==> src/design/tpr_defines.svh <==
// Contract
// - I/O-use bit turns test port into GPIO (code also requires serial_host_active high)
// - Bits 6..1 drive enabled port pins
// - I/O mode read returns live pin inputs
// - Otherwise read returns stored pin values
// - Test bus view shows selected bus
// - Amplify bit enables non-linear receive processing
// - Non-linear mode makes thresholds act non-linearly
// - Adjust 0, width 1 gives max delimiters
// - Adjust 0, width 0 gives min delimiters
// - Adjust and width 1 give trimmed delimiters
// - Self-check code 1001 enables self-test
// - Checksum command also starts self-test
// - Version register returns fixed silicon code
// - Aux select resets zero, nibbles pick pins
// - Enable bits 6..1 drive matching pins
// - Five-bit field picks observed test bus
// - Aux selector 1111 routes chosen bus bit
`ifndef TPR_DEFINES_SVH
`define TPR_DEFINES_SVH

// ----------------------------------------
// Register addresses (the index itself, unscaled)
// ----------------------------------------
`define TPR_IDX_PIN_VALUE 8'h34
`define TPR_IDX_BUS_VIEW 8'h35
`define TPR_IDX_SELF_TEST 8'h36
`define TPR_IDX_VERSION 8'h37
`define TPR_IDX_AUX_SEL 8'h38
`define TPR_IDX_PIN_EN 8'h33
`define TPR_IDX_OBS_SEL 8'h32
`define TPR_IDX_BIT_SEL 8'h31
`define TPR_IDX_DELIM_W 8'h3E

// ----------------------------------------
// Fields, masks and reset values
// ----------------------------------------
`define TPR_BIT_IO_USE 7
`define TPR_BIT_AMP 6
`define TPR_BIT_ADJ 4
`define TPR_MASK_PIN_VALUE 8'hFE
`define TPR_MASK_SELF_TEST 8'h5F
`define TPR_MASK_PIN_EN 8'hFE
`define TPR_MASK_OBS_SEL 8'hFF
`define TPR_MASK_BIT_SEL 8'h07
`define TPR_MASK_DELIM_W 8'h01
`define TPR_RST_PIN_VALUE 8'h00
`define TPR_RST_SELF_TEST 8'h40
`define TPR_RST_AUX_SEL 8'h00
`define TPR_RST_PIN_EN 8'h80
`define TPR_SELF_ON 4'h9
`define TPR_SELF_OFF 4'h0
`define TPR_AUX_BUSBIT 4'hF
`define TPR_DELIM_TRIM 4'h8

`endif

==> src/design/tpr_pkg.sv <==
package tpr_pkg;
  // Delimiter length choice for type B framing
  typedef enum logic [1:0] {
    TPR_DELIM_MIN,
    TPR_DELIM_MAX,
    TPR_DELIM_TRIM
  } tpr_delim_e;
  typedef logic [7:0] tpr_byte_t;
endpackage

==> src/design/tpr_aux_mux.sv <==
`timescale 1ns/1ps
`include "tpr_defines.svh"
// ----------------------------------------
// Auxiliary pin routing, one per pin
// ----------------------------------------
module tpr_aux_mux (
  input wire logic [3:0] source,
  input wire logic [15:0] signals,
  input wire logic bus_bit,
  output logic level,
  output logic drive
);
  // Code 0 leaves the pin undriven; 1111 gives the bus bit
  always_comb begin
    drive = (source != 4'h0);
    if (source == `TPR_AUX_BUSBIT) begin
      level = bus_bit;
    end else begin
      level = signals[source];
    end
  end
endmodule

==> src/design/tpr_bank.sv <==
`timescale 1ns/1ps
`include "tpr_defines.svh"
// ----------------------------------------
// Test page register bank, Avalon-MM slave
// ----------------------------------------
module tpr_bank #(
  parameter logic [7:0] VERSION_CODE = 8'h5A // Arbitrary value
) (
  input wire logic clk,
  input wire logic sys_rst,
  input wire logic [7:0] avs_address,
  input wire logic avs_read,
  input wire logic avs_write,
  input wire logic [31:0] avs_writedata,
  output logic [31:0] avs_readdata,
  output logic avs_waitrequest,
  input wire logic serial_host_active,
  input wire logic [5:0] port_pin_in,
  output logic [5:0] port_pin_out,
  output logic [5:0] port_pin_oe,
  input wire logic [255:0] internal_buses,
  input wire logic [15:0] aux_signals,
  output logic aux_pin_one,
  output logic aux_pin_two,
  output logic aux_one_drive,
  output logic aux_two_drive,
  input wire logic checksum_compute_command,
  output logic self_test_enable,
  output logic nonlinear_receive,
  output tpr_pkg::tpr_delim_e delim_mode,
  output logic [3:0] delim_high_trim,
  output logic [3:0] delim_low_trim
);
  // ----------------------------------------
  // Storage
  // ----------------------------------------
  logic [7:0] pin_value_r;
  logic [7:0] self_test_r;
  logic [7:0] aux_sel_r;
  logic [7:0] pin_en_r;
  logic [7:0] obs_sel_r;
  logic [7:0] bit_sel_r;
  logic [7:0] delim_w_r;
  logic ack_r;
  logic [31:0] rdata_r;
  logic [7:0] rd_nxt;
  logic [7:0] wbyte;
  logic port_io_enable;
  logic [7:0] observed_bus_bits;
  logic wr_go;

  // One wait cycle per access; a write lands on the edge that completes it
  assign avs_waitrequest = (avs_read | avs_write) & ~ack_r;
  assign wr_go = avs_write & ack_r;
  assign wbyte = avs_writedata[7:0];
  assign avs_readdata = rdata_r;

  always_ff @(posedge clk) begin
    if (sys_rst) begin
      ack_r <= 1'b0;
    end else begin
      ack_r <= (avs_read | avs_write) & ~ack_r;
    end
  end

  // ----------------------------------------
  // Writable registers
  // ----------------------------------------
  // Masks drop reserved bits so they never store, except obs_sel_r bits 7..5, which its 8'hFF mask keeps
  always_ff @(posedge clk) begin
    if (sys_rst) begin
      pin_value_r <= `TPR_RST_PIN_VALUE;
      self_test_r <= `TPR_RST_SELF_TEST;
      aux_sel_r <= `TPR_RST_AUX_SEL;
      pin_en_r <= `TPR_RST_PIN_EN;
      obs_sel_r <= 8'h00;
      bit_sel_r <= 8'h00;
      delim_w_r <= 8'h00;
    end else if (wr_go) begin
      unique case (avs_address)
        `TPR_IDX_PIN_VALUE: pin_value_r <= wbyte & `TPR_MASK_PIN_VALUE;
        `TPR_IDX_SELF_TEST: self_test_r <= wbyte & `TPR_MASK_SELF_TEST;
        `TPR_IDX_AUX_SEL: aux_sel_r <= wbyte;
        `TPR_IDX_PIN_EN: pin_en_r <= wbyte & `TPR_MASK_PIN_EN;
        `TPR_IDX_OBS_SEL: obs_sel_r <= wbyte & `TPR_MASK_OBS_SEL;
        `TPR_IDX_BIT_SEL: bit_sel_r <= wbyte & `TPR_MASK_BIT_SEL;
        `TPR_IDX_DELIM_W: delim_w_r <= wbyte & `TPR_MASK_DELIM_W;
        default: ;
      endcase
    end
  end

  // ----------------------------------------
  // Test port and observation
  // ----------------------------------------
  // GPIO only while a serial host interface owns the chip
  assign port_io_enable = pin_value_r[`TPR_BIT_IO_USE] & serial_host_active;
  assign port_pin_out = pin_value_r[6:1];
  assign port_pin_oe = port_io_enable ? pin_en_r[6:1] : 6'h00;

  // Slice by five-bit choice of 32 eight-bit buses
  assign observed_bus_bits = internal_buses[obs_sel_r[4:0]*8 +: 8];

  // ----------------------------------------
  // Control outputs
  // ----------------------------------------
  // Either the code or the checksum command starts self-test
  assign self_test_enable = (self_test_r[3:0] == `TPR_SELF_ON) |
    checksum_compute_command;
  // Threshold shaping lives in the receiver; this flag steers it
  assign nonlinear_receive = self_test_r[`TPR_BIT_AMP];

  tpr_delim u_delim (
    .adjust(self_test_r[`TPR_BIT_ADJ]),
    .width(delim_w_r[0]),
    .mode(delim_mode),
    .high_trim(delim_high_trim),
    .low_trim(delim_low_trim)
  );

  tpr_aux_mux u_aux_pin_one (
    .source(aux_sel_r[7:4]),
    .signals(aux_signals),
    .bus_bit(observed_bus_bits[bit_sel_r[2:0]]),
    .level(aux_pin_one),
    .drive(aux_one_drive)
  );

  tpr_aux_mux u_aux_pin_two (
    .source(aux_sel_r[3:0]),
    .signals(aux_signals),
    .bus_bit(observed_bus_bits[bit_sel_r[2:0]]),
    .level(aux_pin_two),
    .drive(aux_two_drive)
  );

  // ----------------------------------------
  // Read path
  // ----------------------------------------
  // Pin-value read depends on the I/O-use bit; unmapped reads 0
  always_comb begin
    rd_nxt = 8'h00;
    unique case (avs_address)
      `TPR_IDX_PIN_VALUE: begin
        if (pin_value_r[`TPR_BIT_IO_USE]) begin
          rd_nxt = {1'b1, port_pin_in, 1'b0};
        end else begin
          rd_nxt = pin_value_r;
        end
      end
      `TPR_IDX_BUS_VIEW: rd_nxt = observed_bus_bits;
      `TPR_IDX_SELF_TEST: rd_nxt = self_test_r;
      `TPR_IDX_VERSION: rd_nxt = VERSION_CODE;
      `TPR_IDX_AUX_SEL: rd_nxt = aux_sel_r;
      `TPR_IDX_PIN_EN: rd_nxt = pin_en_r;
      `TPR_IDX_OBS_SEL: rd_nxt = obs_sel_r;
      `TPR_IDX_BIT_SEL: rd_nxt = bit_sel_r;
      `TPR_IDX_DELIM_W: rd_nxt = delim_w_r;
      default: rd_nxt = 8'h00;
    endcase
  end

  always_ff @(posedge clk) begin
    if (sys_rst) begin
      rdata_r <= 32'h0000_0000;
    end else if (avs_read & ~ack_r) begin
      rdata_r <= {24'h00_0000, rd_nxt};
    end
  end

  // ----------------------------------------
  // Checks
  // ----------------------------------------
  chk_io_drive_gate: assert property (@(posedge clk) disable iff (sys_rst)
    !port_io_enable |-> port_pin_oe == 6'h00)
    else $error("pin driven outside I/O mode");
  chk_pin_oe_map: assert property (@(posedge clk) disable iff (sys_rst)
    port_io_enable |-> port_pin_oe == pin_en_r[6:1])
    else $error("pin enable mismatch");
  chk_pin_level: assert property (@(posedge clk) disable iff (sys_rst)
    port_pin_out == pin_value_r[6:1])
    else $error("pin level mismatch");
  chk_live_read: assert property (@(posedge clk) disable iff (sys_rst)
    avs_read && !ack_r && avs_address == `TPR_IDX_PIN_VALUE &&
    pin_value_r[7] |=> avs_readdata[6:1] == $past(port_pin_in))
    else $error("live pin read wrong");
  chk_stored_read: assert property (@(posedge clk) disable iff (sys_rst)
    avs_read && !ack_r && avs_address == `TPR_IDX_PIN_VALUE &&
    !pin_value_r[7] |=> avs_readdata[7:0] == $past(pin_value_r))
    else $error("stored pin read wrong");
  chk_version_read: assert property (@(posedge clk) disable iff (sys_rst)
    avs_read && !ack_r && avs_address == `TPR_IDX_VERSION |=>
    avs_readdata == {24'h00_0000, VERSION_CODE})
    else $error("version read wrong");
  chk_self_test_on: assert property (@(posedge clk) disable iff (sys_rst)
    self_test_r[3:0] == `TPR_SELF_ON |-> self_test_enable)
    else $error("self-test not enabled");
  chk_crc_start: assert property (@(posedge clk) disable iff (sys_rst)
    checksum_compute_command |-> self_test_enable)
    else $error("checksum command missed");
  chk_amp_flag: assert property (@(posedge clk) disable iff (sys_rst)
    nonlinear_receive == self_test_r[6])
    else $error("amplify flag wrong");
  chk_reserved_zero: assert property (@(posedge clk) disable iff (sys_rst)
    pin_value_r[0] == 1'b0 && self_test_r[7] == 1'b0 && self_test_r[5] == 1'b0)
    else $error("reserved bit stored");
  chk_wait_one: assert property (@(posedge clk) disable iff (sys_rst)
    $rose(avs_read) |-> avs_waitrequest ##1 !avs_waitrequest)
    else $error("wait length wrong");
  chk_aux_busbit: assert property (@(posedge clk) disable iff (sys_rst)
    aux_sel_r[7:4] == 4'hF |->
    aux_pin_one == observed_bus_bits[bit_sel_r[2:0]])
    else $error("aux bus bit wrong");
  chk_delim_trim: assert property (@(posedge clk) disable iff (sys_rst)
    self_test_r[4] && delim_w_r[0] |-> delim_high_trim == 4'h8 &&
    delim_low_trim == 4'h8)
    else $error("delimiter trim wrong");
  chk_delim_minmax: assert property (@(posedge clk) disable iff (sys_rst)
    !self_test_r[4] |-> delim_mode == (delim_w_r[0] ?
    tpr_pkg::TPR_DELIM_MAX : tpr_pkg::TPR_DELIM_MIN))
    else $error("delimiter mode wrong");
endmodule

==> src/design/tpr_delim.sv <==
`timescale 1ns/1ps
`include "tpr_defines.svh"
// ----------------------------------------
// Delimiter length decode
// ----------------------------------------
module tpr_delim (
  input wire logic adjust,
  input wire logic width,
  output tpr_pkg::tpr_delim_e mode,
  output logic [3:0] high_trim,
  output logic [3:0] low_trim
);
  // Trim counts in clocks: added to SOF high, taken from lows
  always_comb begin
    high_trim = 4'h0;
    low_trim = 4'h0;
    if (!width) begin
      mode = tpr_pkg::TPR_DELIM_MIN;
    end else if (!adjust) begin
      mode = tpr_pkg::TPR_DELIM_MAX;
    end else begin
      mode = tpr_pkg::TPR_DELIM_TRIM;
      high_trim = `TPR_DELIM_TRIM;
      low_trim = `TPR_DELIM_TRIM;
    end
  end
endmodule

==> config.mk <==
export PLATFORM = sky130hd
export DESIGN_NAME = tpr_bank
export DESIGN_NICKNAME = d
export VERILOG_FILES = /design/src/design/tpr_pkg.sv /design/src/design/tpr_aux_mux.sv /design/src/design/tpr_bank.sv /design/src/design/tpr_delim.sv
export VERILOG_INCLUDE_DIRS = /design/src /design/src/design
export SDC_FILE = /design/constraint.sdc
export NUM_CORES = 1
export LEC_CHECK = 0
export BUFFER_PORTS_ARGS = -buffer_cell sky130_fd_sc_hd__clkbuf_2
export CORE_AREA = 10 10 140 142
export CTS_BUF_LIST = sky130_fd_sc_hd__clkbuf_16
export DETAILED_ROUTE_END_ITERATION = 8
export DIE_AREA = 0 0 150 152
export PLACE_DENSITY = 0.77
export SLEW_MARGIN = 15
export SYNTH_ARGS = -nofsm -noshare
export SYNTH_HDL_FRONTEND = slang
export SYNTH_HIERARCHICAL = 1
export SYNTH_SLANG_ARGS = --single-unit
==> constraint.sdc <==
create_clock -name clk -period 5.67 [get_ports clk]
set_input_delay 0 -clock clk [delete_from_list [all_inputs] [get_ports clk]]
set_output_delay 0 -clock clk [all_outputs]
set_load 0.02 [all_outputs]
## Word level (Yosys, flattened, before mapping)

Index checks and enable logic that the tools add are counted.

| word-level totals | value |
|---|---|
| input bits | 324 |
| register bits after elaboration | 49 |
| output and inout port bits | 61 |
| memories kept | 0 |
| ROM bits | 0 |
| bits in writable memories | 0 |
| bits in latches | 0 |
| word-level logic and storage cells | 56 |

| operators by class | value |
|---|---|
| add/sub/neg operators | 0 |
| bitwise logic cells | 7 |
| reduce and logical (&&, ||, !) cells | 9 |
| order comparisons | 3 |
| equality and inequality tests | 12 |
| multipliers | 0 |
| divide/modulo/power cells | 0 |
| shift-type cells | 1 |
| muxes and demuxes | 15 |

Operators by type and width:

| kind | count |
|---|---|
| 256-bit by 9-bit indexed part select with 8-bit output | 1 |
| 8-bit by 6-bit equality test with 1-bit output, second input constant | 9 |
| 8-bit case mux with 9 select lines | 1 |
| 2-bit AND reduction | 7 |
| 4-bit equality test, second input constant | 3 |
| 4-bit by 5-bit less-than comparator with 1-bit output, second input constant | 2 |
| 1-bit binary-select mux with 4-bit select | 2 |
| 4-bit 2-to-1 mux | 2 |
| 8-bit 2-to-1 mux | 1 |
| 4-bit nonzero test | 2 |
| 6-bit 2-to-1 mux | 1 |
| 1-bit 2-to-1 mux | 5 |
| 1-bit bitwise AND | 4 |
| 3-bit by 4-bit less-than comparator with 1-bit output, second input constant | 1 |
| 2-bit 2-to-1 mux | 2 |
| 1-bit binary-select mux with 3-bit select | 1 |
| 1-bit OR | 2 |
| 1-bit inverter | 1 |

## Depth between registers and ports, before layout

| depth | value |
|---|---|
| depth in word-level cells | 4 |
| depth in mapped cells | 14 |

## By module

The synthesis kept the hierarchy.

Modules (own cells, without submodules):

| module | times used | area each (um^2) | cells each | sequential area each (um^2) |
|---|---|---|---|---|
| tpr_bank | 1 | 4877.2 | 500 | 980.9 |
| tpr_aux_mux | 2 | 146.4 | 13 | 0.0 |
| tpr_delim | 1 | 80.1 | 11 | 0.0 |

## Least setup slack after synthesis

Ideal clock, no wire load.

| path | value |
|---|---|
| path kind | register to output |
| from | register obs_sel_r[0] |
| to | output aux_pin_one |
| arrival time | 2.365 ns |
| data required time | 5.670 ns |
| stages on the path, launching flop included | 13 |
| path slack | 3.305 ns |
| path buffers | 2 |
| cells stage by stage | dfxtp_1 buf_6 buf_12 mux4_1 mux2_2 a22oi_2 o211ai_2 o221ai_2 nand4_1 mux2i_1 nand3_1 o211ai_1 a21oi_1 |

| on the way | value |
|---|---|
| longest elaborated chain between the ends | 4 |

Ends and longest elaborated chain:

| item | RTL line | text |
|---|---|---|
| from (decl) | tpr_bank.sv:41 | `logic [7:0] obs_sel_r;` |
| from (signal assigned) | tpr_bank.sv:85 | `` `TPR_IDX_OBS_SEL: obs_sel_r <= wbyte & `TPR_MASK_OBS_SEL; `` |
| 256-bit by 9-bit indexed part select with 8-bit output | tpr_bank.sv:102 | `assign observed_bus_bits = internal_buses[obs_sel_r[4:0]*8 +: 8];` |
| 1-bit binary-select mux with 3-bit select | tpr_bank.sv:124 | `.bus_bit(observed_bus_bits[bit_sel_r[2:0]]),` |
| 1-bit 2-to-1 mux (implied by the code) | tpr_bank.sv:124 |  |
| 1-bit 2-to-1 mux | tpr_aux_mux.sv:16 | `` if (source == `TPR_AUX_BUSBIT) begin `` |
| to (decl) | tpr_bank.sv:23 | `output logic aux_pin_one,` |

Every way passes these cells. The select of a mux whose other input is x is not followed.

## Worst setup path after layout

Same ends and word-level chain as after synthesis.

==> impl_metrics.env <==
export IMPL_cap_violations=0
export IMPL_setup_viol=0
export IMPL_num_nets_final=1151
export IMPL_instances_no_fill=1054
export IMPL_synth_enable_flop_cells=0
export IMPL_numCtsBuffers=5
export IMPL_globalplace_congestion=0.921
export IMPL_cp_slowest_stage_delay_ns=1.02
export IMPL_hold_violations=0
export IMPL_grt_pass1_wl_mm=35.5
export IMPL_coreArea_um2=16900
export IMPL_p_total_uw=873
export IMPL_max_slew_margin_rel=0.303
export IMPL_h_tree_depth=2
export IMPL_status="finished clean"
export IMPL_synth_top_area_frac=0.187
export IMPL_leakage_uw=0.00315
export IMPL_cts_tree="yes"
export IMPL_ys_types=63
export IMPL_avgSynthCellArea_um2=9.78
export IMPL_multi_input_area_um2=3830
export IMPL_finalWirelength_mm=24.1
export IMPL_track_usage=0.199
export IMPL_post_route_min_period_ns=3.83
export IMPL_routedWlPerCell_um=22.8
export IMPL_cts_buffer_depth=2
export IMPL_initial_core_util=0.310
export IMPL_worst_ep_required_time_ns=5.67
export IMPL_crit_chain="buf_4, mux4_2, a22oi_1, nand4_1, o2111ai_1, nand4_1, mux2i_1, nand3_1, o211ai_1, a21oi_1, clkbuf_2"
export IMPL_cts_sinks=49
export IMPL_critPathLaunch="obs_sel_r[0]"
export IMPL_rsz0062_at_grt="no"
export IMPL_reg2regPathDepth=7
export IMPL_design_die_area_um2=22800
export IMPL_dp_cells=1044
export IMPL_start_kind="flop"
export IMPL_dr_pass1_iters=5
export IMPL_tightestPinTransition_ns=1.05
export IMPL_cpMostUsedCell="nand4_1"
export IMPL_syn_area_um2=5250
export IMPL_cts_resized=0
export IMPL_maxSlewViolCount=0
export IMPL_cts_root_buf="clkbuf_16"
export IMPL_cp_slowest_cell="dfxtp_2"
export IMPL_yosysMostFrequentCell="mux2i_1"
export IMPL_fp_dieH_um=152
export IMPL_synth_ff_type="dfxtp_1"
export IMPL_worstSetupEndpoint="aux_pin_one"
export IMPL_ys_ff_latch=49
export IMPL_synth_commonest_cells="mux2i_1 (86), nor2_1 (54), dfxtp_1 (49)"
export IMPL_grt_max_degree=64
export IMPL_synth_area_top_cells="dfxtp_1 (19%), mux2i_1 (16%), mux4_2 (15%)"
export IMPL_timing_final_ws_setup_ns=1.84
export IMPL_fp_dieW_um=150
export IMPL_hold_depth=3
export IMPL_criticalPathCategory="flop to output pin"
export IMPL_port_buffers=329
export IMPL_antenna_found_initial=2
export IMPL_vias=5710
export IMPL_place_ws_ns=2.11
export IMPL_path_max_fanout=39
export IMPL_drt_first_iter_violations=433
export IMPL_clk_pin_slew_ns=0.07
export IMPL_r2r_start="obs_sel_r[1]"
export IMPL_fmaxAchievable_mhz=261
export IMPL_tns_ns=0
export IMPL_seq_area_um2=986
export IMPL_drive_gt1_frac=0.492
export IMPL_clock_skew_ns=0.00586
export IMPL_synth_area_leader_cell="dfxtp_1"
export IMPL_r2r_end="avs_readdata[7]"
export IMPL_powerDensity_nw_per_um2=125
export IMPL_worst_skew_pair_late_latency_ns=0.29
export IMPL_grt_pass1_vias=6158
export IMPL_critPathArrivalTime_ns=3.83
export IMPL_netlist_instances=537
export IMPL_hold_class="primary input to flop"
export IMPL_period_share=0.675
export IMPL_ant_nets=0
export IMPL_dp_final_hpwl_mm=20.5
export IMPL_vdd_ir_drop_max_mv=0.105
export IMPL_async_flop_share=0
export IMPL_grt_overflow=0
export IMPL_rows=48
export IMPL_vias_per_cell=5.42
export IMPL_num_io_pins=385
export IMPL_yosys_warnings=6
export IMPL_route_detailed_drc=0
export IMPL_final_fill_count=1708
export IMPL_seq_area_frac_synth=0.187
export IMPL_ff2ff_setup_slack_ns=2.79
export IMPL_area_growth_pct=32.8
export IMPL_end_kind="output pin"
==> repair_timing <==
| item | CTS | global route |
|---|---|---|
| hold buffers | 1 | 0 |
| hold endpoints to repair | 1 | 0 |
| buffers inserted | 0 | 0 |
==> registers in the layout, indices dropped and copies added, names as in the netlist <==
| name | cells |
|---|---|
| pin_value_r | 7 |
| avs_readdata | 8 |
| obs_sel_r | 8 |
| bit_sel_r | 3 |
| delim_w_r | 1 |
| ack_r | 1 |
| aux_sel_r | 8 |
| self_test_r | 6 |
| pin_en_r | 7 |
==> worst min path at each step <==
stage	start	end	slack, ns
after floorplan	avs_writedata[6]	self_test_r[6]	0.12
after global placement	avs_writedata[7]	pin_value_r[7]	0.26
after detailed placement	avs_writedata[7]	pin_value_r[7]	0.27
after CTS	avs_writedata[6]	self_test_r[6]	0.02
after global routing	avs_writedata[5]	pin_value_r[5]	0.05
final	avs_read	ack_r	0.02
==> layout by cell type (no fill, tap or decap), types with 7 or more instances in the layout <==
cell type  Yosys  layout
and3_1         9       9
dfxtp_1       49      47
o21ai_0       10      10
nand3_1       19      19
nor2b_1       10      10
a32oi_1        7       7
mux4_1        15      15
conb_1         2      30
a21oi_1       17      17
mux2i_1       86      86
clkbuf_2       0     329
nand2_1       24      24
a22oi_1       26      26
mux2_2        11      11
mux4_2        36      36
nor2_1        54      54
==> worst max-delay path: cells and delay by family, from the launching register on <==
family | cells | cell delay, ns
AO/OA/AOI/OAI | 4 | 0.62
buffers and inverters | 2 | 0.59
flip-flops | 1 | 1.02
multiplexers | 2 | 0.76
AND/OR/NAND/NOR | 3 | 0.51
==> power by group <==
part | internal [µW] | switching, µW
combinational | 115 | 105
clock | 167 | 139
sequential | 344 | 1.69
==> cells by family after synthesis <==
family	synth area share
AND/OR/NAND/NOR	0.163
other	0.00143
buffers and inverters	0.103
multiplexers	0.417
AO/OA/AOI/OAI	0.129
flip-flops	0.187
==> metrics by stage <==
| stage | hold slack (ns) | util | instance area [µm²] |
|---|---|---|---|
| 5_1_grt | 0.0467 | 0.412 | 6970 |
| 3_3_place_gp | 0.261 | 0.402 | 6810 |
| 6_report | 0.0182 | 0.412 | 6970 |
| 4_1_cts | 0.0220 | 0.412 | 6970 |
| 2_1_floorplan | 0.118 | - | 5360 |
| 3_5_place_dp | 0.269 | 0.402 | 6810 |
==> layer usage <==
layer | global-route usage | vias to the layer above | routed length [µm]
li1 | - | 2614 | -
met1 | 0.237 | 2721 | 9450
met2 | 0.342 | 333 | 11900
met3 | 0.0552 | 38 | 2180
met4 | 0.0500 | 4 | 546
met5 | 0 | - | 27
==> final cells by class <==
class / count / share of cell area
multi-input cells: 429 / 0.550
repair buffers: 335 / 0.243
flip-flops and latches: 49 / 0.141
well taps: 225 / 0.0404
clock buffers: 5 / 0.0179
inverters: 7 / 0.00377
clock inverters: 3 / 0.00359
diodes: 1 / 0.000359
(Power assumes the default switching activity.)
